<file path="src/rtl/uls_pkg.sv">
// Constants, register map and state type for the UART mode-control block.
// Assumes an 8-bit host register port and a UART core that sits outside.
package uls_pkg;

	// ----------------------------------------
	// Register offsets (4-bit register index)
	// ----------------------------------------
	localparam logic [3:0] OFS_THR      = 4'h0;
	localparam logic [3:0] OFS_IER      = 4'h1;
	localparam logic [3:0] OFS_LCR      = 4'h3;
	localparam logic [3:0] OFS_MCR      = 4'h4;
	localparam logic [3:0] OFS_EFR      = 4'h8;
	localparam logic [3:0] OFS_AFC1     = 4'h9;
	localparam logic [3:0] OFS_AFC2     = 4'hA;
	localparam logic [3:0] OFS_SECOND_XOFF_CHARACTER    = 4'hB;
	localparam logic [3:0] OFS_RXCTL    = 4'hC;
	localparam logic [3:0] OFS_STATUS   = 4'hD;

	// ----------------------------------------
	// Field positions
	// ----------------------------------------
	localparam int MCR_DTR        = 0;
	localparam int MCR_RTS        = 1;
	localparam int MCR_OP1        = 2;
	localparam int MCR_OP2        = 3;
	localparam int MCR_LOOP       = 4;
	localparam int IER_LSI        = 2;
	localparam int IER_SLEEP      = 4;
	localparam int EFR_ENH        = 4;
	localparam int EFR_SCD        = 5;
	localparam int AFC1_IDLE_IGN  = 4;
	localparam int AFC2_NINE_BIT  = 0;
	localparam int AFC2_AUTO_RTS  = 4;
	localparam int AFC2_RTS_INV   = 5;
	localparam int RXCTL_EN       = 0;

	// ----------------------------------------
	// Reset values and counts
	// ----------------------------------------
	localparam logic [7:0] REG_RESET   = 8'h00;
	localparam logic       RX_EN_RESET = 1'b1;
	localparam int         IDLE_CHARS  = 4;

	typedef enum logic [1:0] {
		ST_AWAKE  = 2'b00,
		ST_ASLEEP = 2'b01,
		ST_LOW_POWER_INPUT = 2'b10
	} uls_state_t;

	function automatic logic uls_hit(input logic [3:0] addr, input logic [3:0] ofs, input logic strobe);
		uls_hit = strobe && (addr == ofs);
	endfunction

endpackage

</file>
<file path="src/rtl/uls_rx_if.sv">
// Received-character path between the mode controller and the multidrop filter.
// Both ends run on core_clk.
`timescale 1ns/1ps
interface uls_rx_if;
	logic       ch_valid;
	logic [7:0] ch_data;
	logic       ch_ninth;
	logic       ch_perr;
	logic       md_en;
	logic       scd_en;
	logic       lsi_en;
	logic [7:0] match_char;
	logic       host_en_wr;
	logic       host_en_val;
	logic       rx_enabled;
	logic       push_valid;
	logic [7:0] push_data;
	logic       push_perr;
	logic       lsi_event;

	modport filt (
		input  ch_valid, ch_data, ch_ninth, ch_perr, md_en, scd_en, lsi_en, match_char, host_en_wr, host_en_val,
		output rx_enabled, push_valid, push_data, push_perr, lsi_event
	);
	modport ctl (
		output ch_valid, ch_data, ch_ninth, ch_perr, md_en, scd_en, lsi_en, match_char, host_en_wr, host_en_val,
		input  rx_enabled, push_valid, push_data, push_perr, lsi_event
	);
endinterface

</file>
<file path="src/rtl/uls_multidrop.sv">
// Receiver enable and 9-bit multidrop address filter.
// Expects one ch_valid pulse per received character from the core.
`timescale 1ns/1ps
module uls_multidrop
	import uls_pkg::*;
(
	input  wire logic core_clk,
	input  wire logic reset,
	uls_rx_if.filt    rx
);

	logic is_addr;
	logic is_match;
	logic auto_set;
	logic auto_clr;
	logic accept;
	logic rx_en;

	assign is_addr  = rx.ch_ninth;
	assign is_match = (rx.ch_data == rx.match_char);
	assign auto_set = rx.ch_valid && rx.md_en && rx.scd_en && is_addr && is_match;
	assign auto_clr = rx.ch_valid && rx.md_en && rx.scd_en && is_addr && !is_match;

	// ----------------------------------------
	// Acceptance per mode
	// ----------------------------------------
	always_comb begin
		if (!rx.md_en) begin
			accept = rx.ch_valid && rx_en;
		end else if (rx.scd_en) begin
			accept = rx.ch_valid && (is_addr ? is_match : rx_en);
		end else begin
			accept = rx.ch_valid && (is_addr || rx_en);
		end
	end

	// Hardware enable/disable beats a host write in the same cycle
	always_ff @(posedge core_clk) begin
		if (reset) begin
			rx_en <= RX_EN_RESET;
		end else if (auto_set) begin
			rx_en <= 1'b1;
		end else if (auto_clr) begin
			rx_en <= 1'b0;
		end else if (rx.host_en_wr) begin
			rx_en <= rx.host_en_val;
		end
	end

	always_ff @(posedge core_clk) begin
		if (reset) begin
			rx.push_valid <= 1'b0;
			rx.push_data  <= 8'h00;
			rx.push_perr  <= 1'b0;
			rx.lsi_event  <= 1'b0;
		end else begin
			rx.push_valid <= accept;
			rx.push_data  <= rx.ch_data;
			// Address reports its ninth bit in the parity error slot
			rx.push_perr  <= rx.md_en ? is_addr : rx.ch_perr;
			rx.lsi_event  <= accept && rx.md_en && is_addr && rx.lsi_en;
		end
	end

	assign rx.rx_enabled = rx_en;
endmodule // uls_multidrop

</file>
<file path="src/rtl/uls_top.sv">
// Mode control around a UART core: loopback, sleep, low power, RS-485.
// Assumes the core, its FIFOs and baud generator sit outside on core_clk,
// and honour core_clk_en / baud_clk_en as clock gate enables.
`timescale 1ns/1ps
module uls_top
	import uls_pkg::*;
#(
	parameter int IDLE_CHARS_P = IDLE_CHARS
)(
	input  wire logic       core_clk,
	input  wire logic       reset,
	input  wire logic [3:0] bus_addr,
	input  wire logic [7:0] bus_wdata,
	input  wire logic       bus_wr,
	input  wire logic       bus_rd,
	output logic      [7:0] bus_rdata,
	input  wire logic       low_power_input,
	output logic            tx_pin,
	input  wire logic       rx_pin,
	input  wire logic       cts_n_pin,
	input  wire logic       dsr_n_pin,
	input  wire logic       cd_n_pin,
	input  wire logic       ri_n_pin,
	output logic            rts_n_pin,
	output logic            dtr_n_pin,
	output logic            irq_pin_out,
	output logic            irq_pin_oe,
	input  wire logic       core_txd,
	output logic            core_rxd,
	output logic            core_cts,
	output logic            core_dsr,
	output logic            core_cd,
	output logic            core_ri,
	input  wire logic       core_irq,
	input  wire logic       core_int_pending,
	input  wire logic       core_tx_empty,
	input  wire logic       core_rx_empty,
	input  wire logic       core_char_tick,
	input  wire logic       core_hwfc_en,
	input  wire logic       core_hwfc_rts_n,
	output logic            thr_load,
	output logic      [7:0] thr_data,
	input  wire logic       core_rx_valid,
	input  wire logic [7:0] core_rx_data,
	input  wire logic       core_rx_ninth,
	input  wire logic       core_rx_perr,
	output logic            rx_push_valid,
	output logic      [7:0] rx_push_data,
	output logic            rx_push_perr,
	output logic            lsi_event,
	output logic            core_clk_en,
	output logic            baud_clk_en
);

	// ----------------------------------------
	// Parameter check
	// ----------------------------------------
	if (IDLE_CHARS_P < 1 || IDLE_CHARS_P > 7) begin : g_chk
		$error("IDLE_CHARS_P must be 1 to 7");
	end

	localparam logic [2:0] IDLE_MAX = 3'(IDLE_CHARS_P);

	logic [7:0] interrupt_enable_register;
	logic [7:0] line_control_register;
	logic [7:0] modem_control_register;
	logic [7:0] enhanced_feature_register;
	logic [7:0] advanced_control_one;
	logic [7:0] advanced_control_two;
	logic [7:0] second_xoff_character;
	uls_state_t state;
	uls_state_t next_state;
	logic       bus_live;
	logic       thr_wr;
	logic       loop;
	logic       armed;
	logic       rx_eff;
	logic       rx_eff_q;
	logic [3:0] modem_eff;
	logic [3:0] modem_q;
	logic       modem_chg;
	logic [2:0] idle_cnt;
	logic       rx_idle;
	logic       enter_ok;
	logic       wake_ev;
	logic       tx_empty_q;
	logic       rts_pend;
	logic       auto_rts;
	logic       next_rts_n;
	logic [7:0] next_rdata;

	uls_rx_if rxi ();

	// ----------------------------------------
	// Register port
	// ----------------------------------------
	// Host pins are isolated in low power: writes and reads are ignored
	assign bus_live = (state != ST_LOW_POWER_INPUT) && !low_power_input;
	assign thr_wr   = bus_live && uls_hit(bus_addr, OFS_THR, bus_wr);

	always_ff @(posedge core_clk) begin
		if (reset) begin
			interrupt_enable_register <= REG_RESET;
			line_control_register     <= REG_RESET;
			modem_control_register    <= REG_RESET;
			enhanced_feature_register <= REG_RESET;
			advanced_control_one      <= REG_RESET;
			advanced_control_two      <= REG_RESET;
			second_xoff_character     <= REG_RESET;
		end else if (bus_live) begin
			if (uls_hit(bus_addr, OFS_IER, bus_wr))   interrupt_enable_register <= bus_wdata;
			if (uls_hit(bus_addr, OFS_LCR, bus_wr))   line_control_register     <= bus_wdata;
			if (uls_hit(bus_addr, OFS_MCR, bus_wr))   modem_control_register    <= bus_wdata;
			if (uls_hit(bus_addr, OFS_EFR, bus_wr))   enhanced_feature_register <= bus_wdata;
			if (uls_hit(bus_addr, OFS_AFC1, bus_wr))  advanced_control_one      <= bus_wdata;
			if (uls_hit(bus_addr, OFS_AFC2, bus_wr))  advanced_control_two      <= bus_wdata;
			if (uls_hit(bus_addr, OFS_SECOND_XOFF_CHARACTER, bus_wr)) second_xoff_character     <= bus_wdata;
		end
	end

	always_ff @(posedge core_clk) begin
		if (reset) begin
			thr_load <= 1'b0;
			thr_data <= 8'h00;
		end else begin
			thr_load <= thr_wr;
			if (thr_wr) thr_data <= bus_wdata;
		end
	end

	always_comb begin
		case (bus_addr)
			OFS_IER:    next_rdata = interrupt_enable_register;
			OFS_LCR:    next_rdata = line_control_register;
			OFS_MCR:    next_rdata = modem_control_register;
			OFS_EFR:    next_rdata = enhanced_feature_register;
			OFS_AFC1:   next_rdata = advanced_control_one;
			OFS_AFC2:   next_rdata = advanced_control_two;
			OFS_SECOND_XOFF_CHARACTER:  next_rdata = second_xoff_character;
			OFS_RXCTL:  next_rdata = {7'h00, rxi.rx_enabled};
			OFS_STATUS: next_rdata = {4'h0, rts_pend, rx_idle, state};
			default:    next_rdata = 8'h00;
		endcase
	end

	always_ff @(posedge core_clk) begin
		if (reset) begin
			bus_rdata <= 8'h00;
		end else begin
			bus_rdata <= (bus_live && bus_rd) ? next_rdata : 8'h00;
		end
	end

	// ----------------------------------------
	// Loopback and pin muxing
	// ----------------------------------------
	assign loop      = modem_control_register[MCR_LOOP];
	assign rx_eff    = loop ? core_txd : rx_pin;
	assign modem_eff = loop ? {modem_control_register[MCR_RTS], modem_control_register[MCR_DTR],
	                           modem_control_register[MCR_OP2], modem_control_register[MCR_OP1]}
	                        : {~cts_n_pin, ~dsr_n_pin, ~cd_n_pin, ~ri_n_pin};

	// TX and DTR outputs idle high in loopback so the line sees marking; the interrupt pin output enable goes low
	always_ff @(posedge core_clk) begin
		if (reset) begin
			tx_pin      <= 1'b1;
			core_rxd    <= 1'b1;
			dtr_n_pin   <= 1'b1;
			core_cts    <= 1'b0;
			core_dsr    <= 1'b0;
			core_cd     <= 1'b0;
			core_ri     <= 1'b0;
			irq_pin_out <= 1'b0;
			irq_pin_oe  <= 1'b0;
		end else begin
			tx_pin      <= loop ? 1'b1 : core_txd;
			core_rxd    <= rx_eff;
			dtr_n_pin   <= loop ? 1'b1 : ~modem_control_register[MCR_DTR];
			{core_cts, core_dsr, core_cd, core_ri} <= modem_eff;
			irq_pin_out <= core_irq;
			irq_pin_oe  <= !loop && bus_live;
		end
	end

	// ----------------------------------------
	// Sleep conditions
	// ----------------------------------------
	assign armed     = enhanced_feature_register[EFR_ENH] && interrupt_enable_register[IER_SLEEP];
	assign modem_chg = (modem_eff != modem_q);
	assign rx_idle   = (idle_cnt >= IDLE_MAX) || advanced_control_one[AFC1_IDLE_IGN];
	assign enter_ok  = armed && !modem_chg && rx_idle && core_tx_empty
	                   && !core_int_pending && core_rx_empty;
	assign wake_ev   = (rx_eff_q && !rx_eff) || thr_wr || modem_chg;

	always_ff @(posedge core_clk) begin
		if (reset) begin
			rx_eff_q <= 1'b1;
			modem_q  <= 4'h0;
		end else begin
			rx_eff_q <= rx_eff;
			modem_q  <= modem_eff;
		end
	end

	// Counts core_char_tick character times while the receive line stays high, up to IDLE_MAX; a low clears it
	always_ff @(posedge core_clk) begin
		if (reset) begin
			idle_cnt <= 3'h0;
		end else if (!rx_eff) begin
			idle_cnt <= 3'h0;
		end else if (core_char_tick && idle_cnt < IDLE_MAX) begin
			idle_cnt <= idle_cnt + 3'h1;
		end
	end

	always_comb begin
		next_state = state;
		case (state)
			ST_AWAKE: begin
				if (low_power_input) next_state = ST_LOW_POWER_INPUT;
				else if (enter_ok && !wake_ev) next_state = ST_ASLEEP;
			end
			ST_ASLEEP: begin
				if (low_power_input) next_state = ST_LOW_POWER_INPUT;
				else if (wake_ev || !armed) next_state = ST_AWAKE;
			end
			ST_LOW_POWER_INPUT: begin
				if (!low_power_input) next_state = ST_AWAKE;
			end
			default: next_state = ST_AWAKE;
		endcase
	end

	always_ff @(posedge core_clk) begin
		if (reset) state <= ST_AWAKE;
		else state <= next_state;
	end

	assign core_clk_en = (state == ST_AWAKE);
	assign baud_clk_en = (state == ST_AWAKE);

	// ----------------------------------------
	// RTS control
	// ----------------------------------------
	assign auto_rts = advanced_control_two[AFC2_AUTO_RTS];

	// Pending from the transmit write until shifter drains; write wins
	always_ff @(posedge core_clk) begin
		if (reset) begin
			rts_pend   <= 1'b0;
			tx_empty_q <= 1'b1;
		end else begin
			tx_empty_q <= core_tx_empty;
			if (thr_wr) rts_pend <= 1'b1;
			else if (core_tx_empty && !tx_empty_q) rts_pend <= 1'b0;
		end
	end

	always_comb begin
		if (auto_rts) begin
			next_rts_n = rts_pend ^ ~advanced_control_two[AFC2_RTS_INV];
		end else if (core_hwfc_en) begin
			next_rts_n = core_hwfc_rts_n;
		end else begin
			next_rts_n = ~modem_control_register[MCR_RTS];
		end
	end

	always_ff @(posedge core_clk) begin
		if (reset) rts_n_pin <= 1'b1;
		else rts_n_pin <= loop ? 1'b1 : next_rts_n;
	end

	// ----------------------------------------
	// Multidrop filter
	// ----------------------------------------
	assign rxi.ch_valid    = core_rx_valid;
	assign rxi.ch_data     = core_rx_data;
	assign rxi.ch_ninth    = core_rx_ninth;
	assign rxi.ch_perr     = core_rx_perr;
	assign rxi.md_en       = advanced_control_two[AFC2_NINE_BIT];
	assign rxi.scd_en      = enhanced_feature_register[EFR_SCD];
	assign rxi.lsi_en      = interrupt_enable_register[IER_LSI];
	assign rxi.match_char  = second_xoff_character;
	assign rxi.host_en_wr  = bus_live && uls_hit(bus_addr, OFS_RXCTL, bus_wr);
	assign rxi.host_en_val = bus_wdata[RXCTL_EN];

	uls_multidrop u_md (
		.core_clk (core_clk),
		.reset    (reset),
		.rx       (rxi)
	);

	assign rx_push_valid = rxi.push_valid;
	assign rx_push_data  = rxi.push_data;
	assign rx_push_perr  = rxi.push_perr;
	assign lsi_event     = rxi.lsi_event;
endmodule // uls_top

</file>
<file path="config.mk">
export PLATFORM = sky130hd
export DESIGN_NAME = uls_top
export DESIGN_NICKNAME = d
export VERILOG_FILES = /design/src/rtl/uls_pkg.sv /design/src/rtl/uls_rx_if.sv /design/src/rtl/uls_multidrop.sv /design/src/rtl/uls_top.sv
export SDC_FILE = /design/constraint.sdc
export NUM_CORES = 1
export LEC_CHECK = 0
export BUFFER_PORTS_ARGS = -buffer_cell sky130_fd_sc_hd__buf_2
export CORE_UTILIZATION = 28
export DETAILED_ROUTE_END_ITERATION = 16
export HOLD_SLACK_MARGIN = 0.12
export PLACE_DENSITY_LB_ADDON = 0.15
export SLEW_MARGIN = 5
export SYNTH_ARGS = -nofsm -noshare
export SYNTH_HDL_FRONTEND = slang
export SYNTH_SLANG_ARGS = --single-unit
</file>
<file path="constraint.sdc">
create_clock -name core_clk -period 2.02 [get_ports core_clk]
set_input_delay 0 -clock core_clk [delete_from_list [all_inputs] [get_ports core_clk]]
set_output_delay 0 -clock core_clk [all_outputs]
set_load 0.01 [all_outputs]
</file>
After elaboration in Yosys (flattened, before gate mapping)

Cells that the tools add are included.

Register bits after elaboration: 106
Input bits: 41
Output and inout bits: 40

$add $sub $neg: 1
$lt $le $gt $ge: 2
Equality and inequality tests: 17
Muxes and demuxes: 19
Bitwise operators: 10
Reductions and logical operators: 65

Operators by type and width:

| operator                                                               | count |
|---|---|
| 8-bit case mux with 9 select lines                                     | 1 |
| 1-bit logical AND                                                      | 35 |
| 4-bit equality test (second input constant)                            | 6 |
| 2-bit AND reduction                                                    | 7 |
| 1-bit 2-to-1 mux                                                       | 11 |
| 2-bit 2-to-1 mux                                                       | 5 |
| 1-bit logical NOT                                                      | 9 |
| 1-bit inverter                                                         | 9 |
| 8-bit equality test                                                    | 1 |
| 2-bit OR reduction                                                     | 4 |
| 2-bit case mux with 3 select lines                                     | 1 |
| 1-bit logical OR                                                       | 5 |
| 4-bit by 1-bit equality test with 1-bit output (second input constant) | 1 |
| 4-bit by 2-bit equality test with 1-bit output (second input constant) | 1 |
| 4-bit by 3-bit equality test with 1-bit output (second input constant) | 1 |
| 4-bit logical NOT                                                      | 1 |
| 4-bit 2-to-1 mux                                                       | 1 |
| 2-bit != test (second input constant)                                  | 2 |
| 4-bit != test                                                          | 1 |
| 2-bit nonzero test                                                     | 2 |
| 3-bit by 1-bit adder with 3-bit output (second input constant)         | 1 |
| 3-bit greater-or-equal comparator (second input constant)              | 1 |
| 3-bit less-than comparator (second input constant)                     | 1 |
| 3-bit by 2-bit != test with 1-bit output (second input constant)       | 1 |
| other kinds (6)                                                        | 6 |

Depth between registers and ports, before layout

Depth in word-level cells: 13
Mapped depth: 7
Mapped depth without buffers: 4

Cells and area by module

Synthesis repeated with hierarchy kept, for this count alone.

Cells, all modules: 459
Area total of the unflattened synthesis: 4436.8 um^2

By module, submodules not included:

| module        | times used | cells an instance | area each (um^2) |
|---|---|---|---|
| uls_top       | 1          | 414               | 3983.8 |
| uls_multidrop | 1          | 45                | 452.9 |

Least setup slack after synthesis

No wires, ideal clock.

Path kind: register to register
From: reg state[1]
To: reg second_xoff_character[0] (netlist: rxi.match_char[0])
Library setup time: 0.128 ns
Arrival: 1.378 ns
Data required time: 1.892 ns
Path slack: 0.514 ns
Cell stages (with the launch flop): 5
Path buffers: 0
Cells stage by stage: dfxtp_1 -> nor2b_1 -> nor4_4 -> mux2i_1 -> nor2_1

Longest elaborated chain between the ends: 3

Ends and longest elaborated chain:

| item                                 | RTL line       | RTL |
|---|---|---|
| start: declaration                   | uls_top.sv:71  | `uls_state_t state;` |
| start signal: assignment             | uls_top.sv:236 | `else state <= next_state;` |
| 2-bit != test                        | uls_top.sv:98  | `assign bus_live = (state != ST_LOW_POWER_INPUT) && !low_power_input;` |
| 1-bit logical AND                    | uls_top.sv:98  |  |
| 2-bit AND reduction (no source line) | -              |  |
| end signal: assignment               | uls_top.sv:117 | `if (uls_hit(bus_addr, OFS_SECOND_XOFF_CHARACTER, bus_wr)) second_xoff_character <= bus_wdata;` |
| end: declaration                     | uls_top.sv:70  | `logic [7:0] second_xoff_character;` |

No other way between the ends.
A chain may end at the register's enable or synchronous reset.

Worst setup path in the final report

From: in core_hwfc_rts_n
To: reg rts_n_pin

Longest elaborated chain between the ends: 2

Ends and longest elaborated chain:

| item                   | RTL line       | RTL |
|---|---|---|
| start: declaration     | uls_top.sv:40  | `input wire logic core_hwfc_rts_n,` |
| 1-bit 2-to-1 mux       | uls_top.sv:262 | `end else if (core_hwfc_en) begin` |
| 1-bit 2-to-1 mux       | uls_top.sv:260 | `if (auto_rts) begin` |
| end signal: assignment | uls_top.sv:271 | `else rts_n_pin <= loop ? 1'b1 : next_rts_n;` |
| end: declaration       | uls_top.sv:24  | `output logic rts_n_pin,` |

No other way between the ends.

==> results.json <==
{
  "status": "finished clean",
  "syn_to_final_growth_pct": 29.50,
  "synth_top_family_by_area": "simple AND/OR/NAND/NOR gates",
  "synth_adder_area_share_pct": 0.2831,
  "synth_compound_area_share_pct": 7.984,
  "endpoint": "rts_n_pin$_SDFF_PP1_",
  "syn_area_per_cell_um2": 9.670,
  "yosys_warnings": 0,
  "seqPwrFrac_pct": 49.1,
  "ff2ff_setup_slack_ns": 0.37,
  "synth_common_cells": "dfxtp_1, nor2_1, mux2i_1, clkbuf_1, nor2b_1",
  "path_delay_family": "buffers and inverters",
  "synth_xor_area_share_pct": 2.180,
  "start_util_pct": 28.86,
  "path_class": "in -> reg",
  "fp.dieArea_mm2": 0.01629,
  "r2r_end": "u_md.rx.push_valid$_SDFF_PP0_",
  "synth.distinct_cells": 52,
  "synth_nets": 499,
  "vias": 3620,
  "crit_path_start": "core_hwfc_rts_n",
  "netSwitchingPower_mw": 0.9561,
  "htree_num_levels": 3,
  "pwr-share-comb_pct": 8.9,
  "synth_edf_count": 0,
  "routabilityCongestion": 0.8566,
  "hold_viol": 0,
  "track_usage_pct": 16.01,
  "design_area_mm2": 0.005723,
  "fp.dieH_um": 127.6,
  "dp_hpwl_um": 8880,
  "worst-path-max-fanout": 1,
  "reg2reg_from": "rxi.match_char[7]$_SDFFE_PP0P_",
  "placed_area_mm2": 0.005080,
  "synth_top_cell_area_share_pct": 46.21,
  "power_density_mw_per_mm2": 732.0,
  "async_flop_share_pct": 0,
  "clock_sinks": 102,
  "p_clk_share_pct": 41.9,
  "detail-route-antenna-nets": 0,
  "r2r_cells": 4,
  "root_buffer": "clkbuf_16",
  "grt_pass1_vias": 3590,
  "avgViaCountPerCell": 4.635,
  "wl_um": 12510,
  "die_w_um": 127.6,
  "path_depth": 8,
  "n_fill_cell": 1599,
  "crit_chain": "dlygate4sd3_1, buf_2, nand2_1, dlygate4sd3_1, o21ai_0, dlygate4sd3_1, o21ai_0, nand2_1",
  "drt_iter0_markers": 136,
  "clk_path_buf_depth": 2,
  "max_stage_delay_ns": 0.58,
  "rsz0062_at_grt": "false",
  "ir_drop_v": 0.0005503,
  "drt_pre_antenna_iters": 4,
  "grt_antenna_before_repair": 0,
  "clk-insertion-delay-late_ns": 0.35,
  "worstHoldPathType": "in -> reg",
  "period_needed_ns": 1.887,
  "drc": 0,
  "synth_top_area_cell": "dfxtp_1",
  "synthSimpleGateAreaFrac_pct": 20.24,
  "port_buffers": 80,
  "drive_gt1_share_pct": 23.51,
  "worst_slew_pin_slew_ns": 0.7133,
  "cellLeakagePower_nw": 2.624,
  "fin_crit_sh_pct": 93.43,
  "nNetsFinal": 607,
  "worstSetupStartpointType": "input port",
  "fmax_mhz": 529.9,
  "worstSetupEndpointType": "flop",
  "synth_ff_type": "dfxtp_1",
  "clk_pin_slew_ns": 0.06,
  "cap_violations": 0,
  "synthTopCellsByArea": "dfxtp_1, mux2i_1, nor2_1",
  "diodes": 0,
  "p_int_mw": 3.233,
  "syn_area_mm2": 0.004419,
  "finClkSkew_ns": 0.006942,
  "grt_max_degree": 54,
  "yosysSeqAreaShare_pct": 46.21,
  "core_mm2": 0.01531,
  "cp_slowest_cell": "dlygate4sd3_1",
  "synthesis.instances": 457,
  "setup_tns_ns": 0,
  "arrival_ns": 2.12,
  "cts_tree": "done",
  "worst_ep_required_time_ns": 2.25,
  "routedWlPerCell_um": 16.02,
  "path_buf_inv": 4,
  "synth_mux_area_share_pct": 19.34,
  "netSwitchingFraction_pct": 22.82,
  "rows": 45,
  "cts-buffers-inserted": 9,
  "grt_pass1_wl_um": 19460,
  "path_common_cell": "dlygate4sd3_1",
  "setup_violations": 0,
  "io-pin-count": 81,
  "yosysMostFrequentCell": "dfxtp_1",
  "finalMaxSlewViolations": 0,
  "grt_overflow_total": 0,
  "slew_headroom_pct": 52.01,
  "ys_ff_latch": 102
}
[area by class of cell]
| class | instances | area, µm² | area share [%] |
|---|---|---|---|
| multi-input cells | 316 | 2211 | 38.63 |
| flip-flops and latches | 102 | 2043 | 35.70 |
| repair buffers | 132 | 888.4 | 15.52 |
| well taps | 211 | 264.0 | 4.613 |
| clock buffers | 12 | 256.5 | 4.482 |
| clock inverters | 4 | 45.04 | 0.7871 |
| inverters | 4 | 15.01 | 0.2624 |
[power groups by stage]
stage	Clock (mW)	Combinational, mW	Sequential (mW)
6_report	1.76	0.374	2.06
5_1_grt	1.91	0.409	2.06
4_1_cts	1.83	0.377	2.06
3_5_place_dp	0	0.327	2.11
3_3_place_gp	0	0.325	2.10
2_1_floorplan	0	0.187	2.11
[through the flow]
stage          setup WS, ns  hold slack, ns  utilization (%)  cells  total power, mW
2_1_floorplan        0.5141          0.1023                -    457            2.300
3_3_place_gp         0.3170          0.2010            33.17    731            2.429
3_5_place_dp         0.3239          0.2093            33.17    731            2.432
4_1_cts              0.1486          0.1241            37.36    781            4.263
5_1_grt             0.06302          0.1614            37.37    781            4.376
6_report             0.1327          0.1076            37.37    781            4.189
[layer usage]
layer | up-vias | part of all wire [%] | GRT usage, %
li1 | 1801 | - | -
met1 | 1721 | 47 | 20.25
met2 | 79 | 48 | 26.36
met3 | 19 | 3.7 | 4.104
met4 | 0 | 2.0 | 5.675
met5 | - | 0 | 0
[what timing repair did]
item	in CTS	in global routing
resized for setup	0	1
hold buffers	34	0
setup endpoints to repair	0	1
endpoints found under the hold margin	90	0
setup buffers	0	0
[kinds of logic (layout without fill, tap and decap cells)]
group | after synthesis | after routing
AND/OR/NAND/NOR | 170 | 170
XOR/XNOR | 11 | 11
buffers and inverters | 39 | 152
flip-flops | 102 | 102
multiplexers | 83 | 83
adder cells (fa/ha/maj) | 1 | 1
AO/OA/AOI/OAI | 51 | 51
[state kept, by name, indices dropped and copies added, names as in the netlist, 2 cells and up]
signal,count
enhanced_feature_register,8
advanced_control_two,8
modem_control_register,8
rxi.match_char,8
interrupt_enable_register,8
bus_rdata,8
advanced_control_one,8
u_md.rx.push_data,8
state,2
idle_cnt,3
thr_data,8
line_control_register,8
modem_q,3
[tightest hold or removal path, delay by kind of cell]
kind,cells,cell delay (ns)
AOI/OAI and AO/OA,1,0.21
and+or+nand+nor,2,0.12
buffers and inverters,1,0.07
[placed cells by master (no fill, tap or decap), drive strengths merged, types with 12 or more instances in the layout]
| cell | count |
|---|---|
| mux2i | 73 |
| buf | 98 |
| nor2 | 79 |
| dlygate4sd3 | 34 |
| nor2b | 25 |
| o21ai | 12 |
| dfxtp | 102 |
| clkbuf | 12 |
[how the worst min path moves through the flow]
stage / startpoint / endpoint / slack (ns) / cells past startpoint
final: core_int_pending / state[0]$_SDFFE_PP0P_ / 0.11 / 4
after global routing: core_int_pending / state[0]$_SDFFE_PP0P_ / 0.16 / 4
after CTS: core_int_pending / state[0]$_SDFFE_PP0P_ / 0.12 / 4
after detailed placement: core_txd / tx_pin$_SDFF_PP1_ / 0.21 / 2
after global placement: core_txd / tx_pin$_SDFF_PP1_ / 0.20 / 2
after floorplan: core_txd / tx_pin$_SDFF_PP1_ / 0.10 / 1
Note: power is estimated with default switching activity, not from simulation.
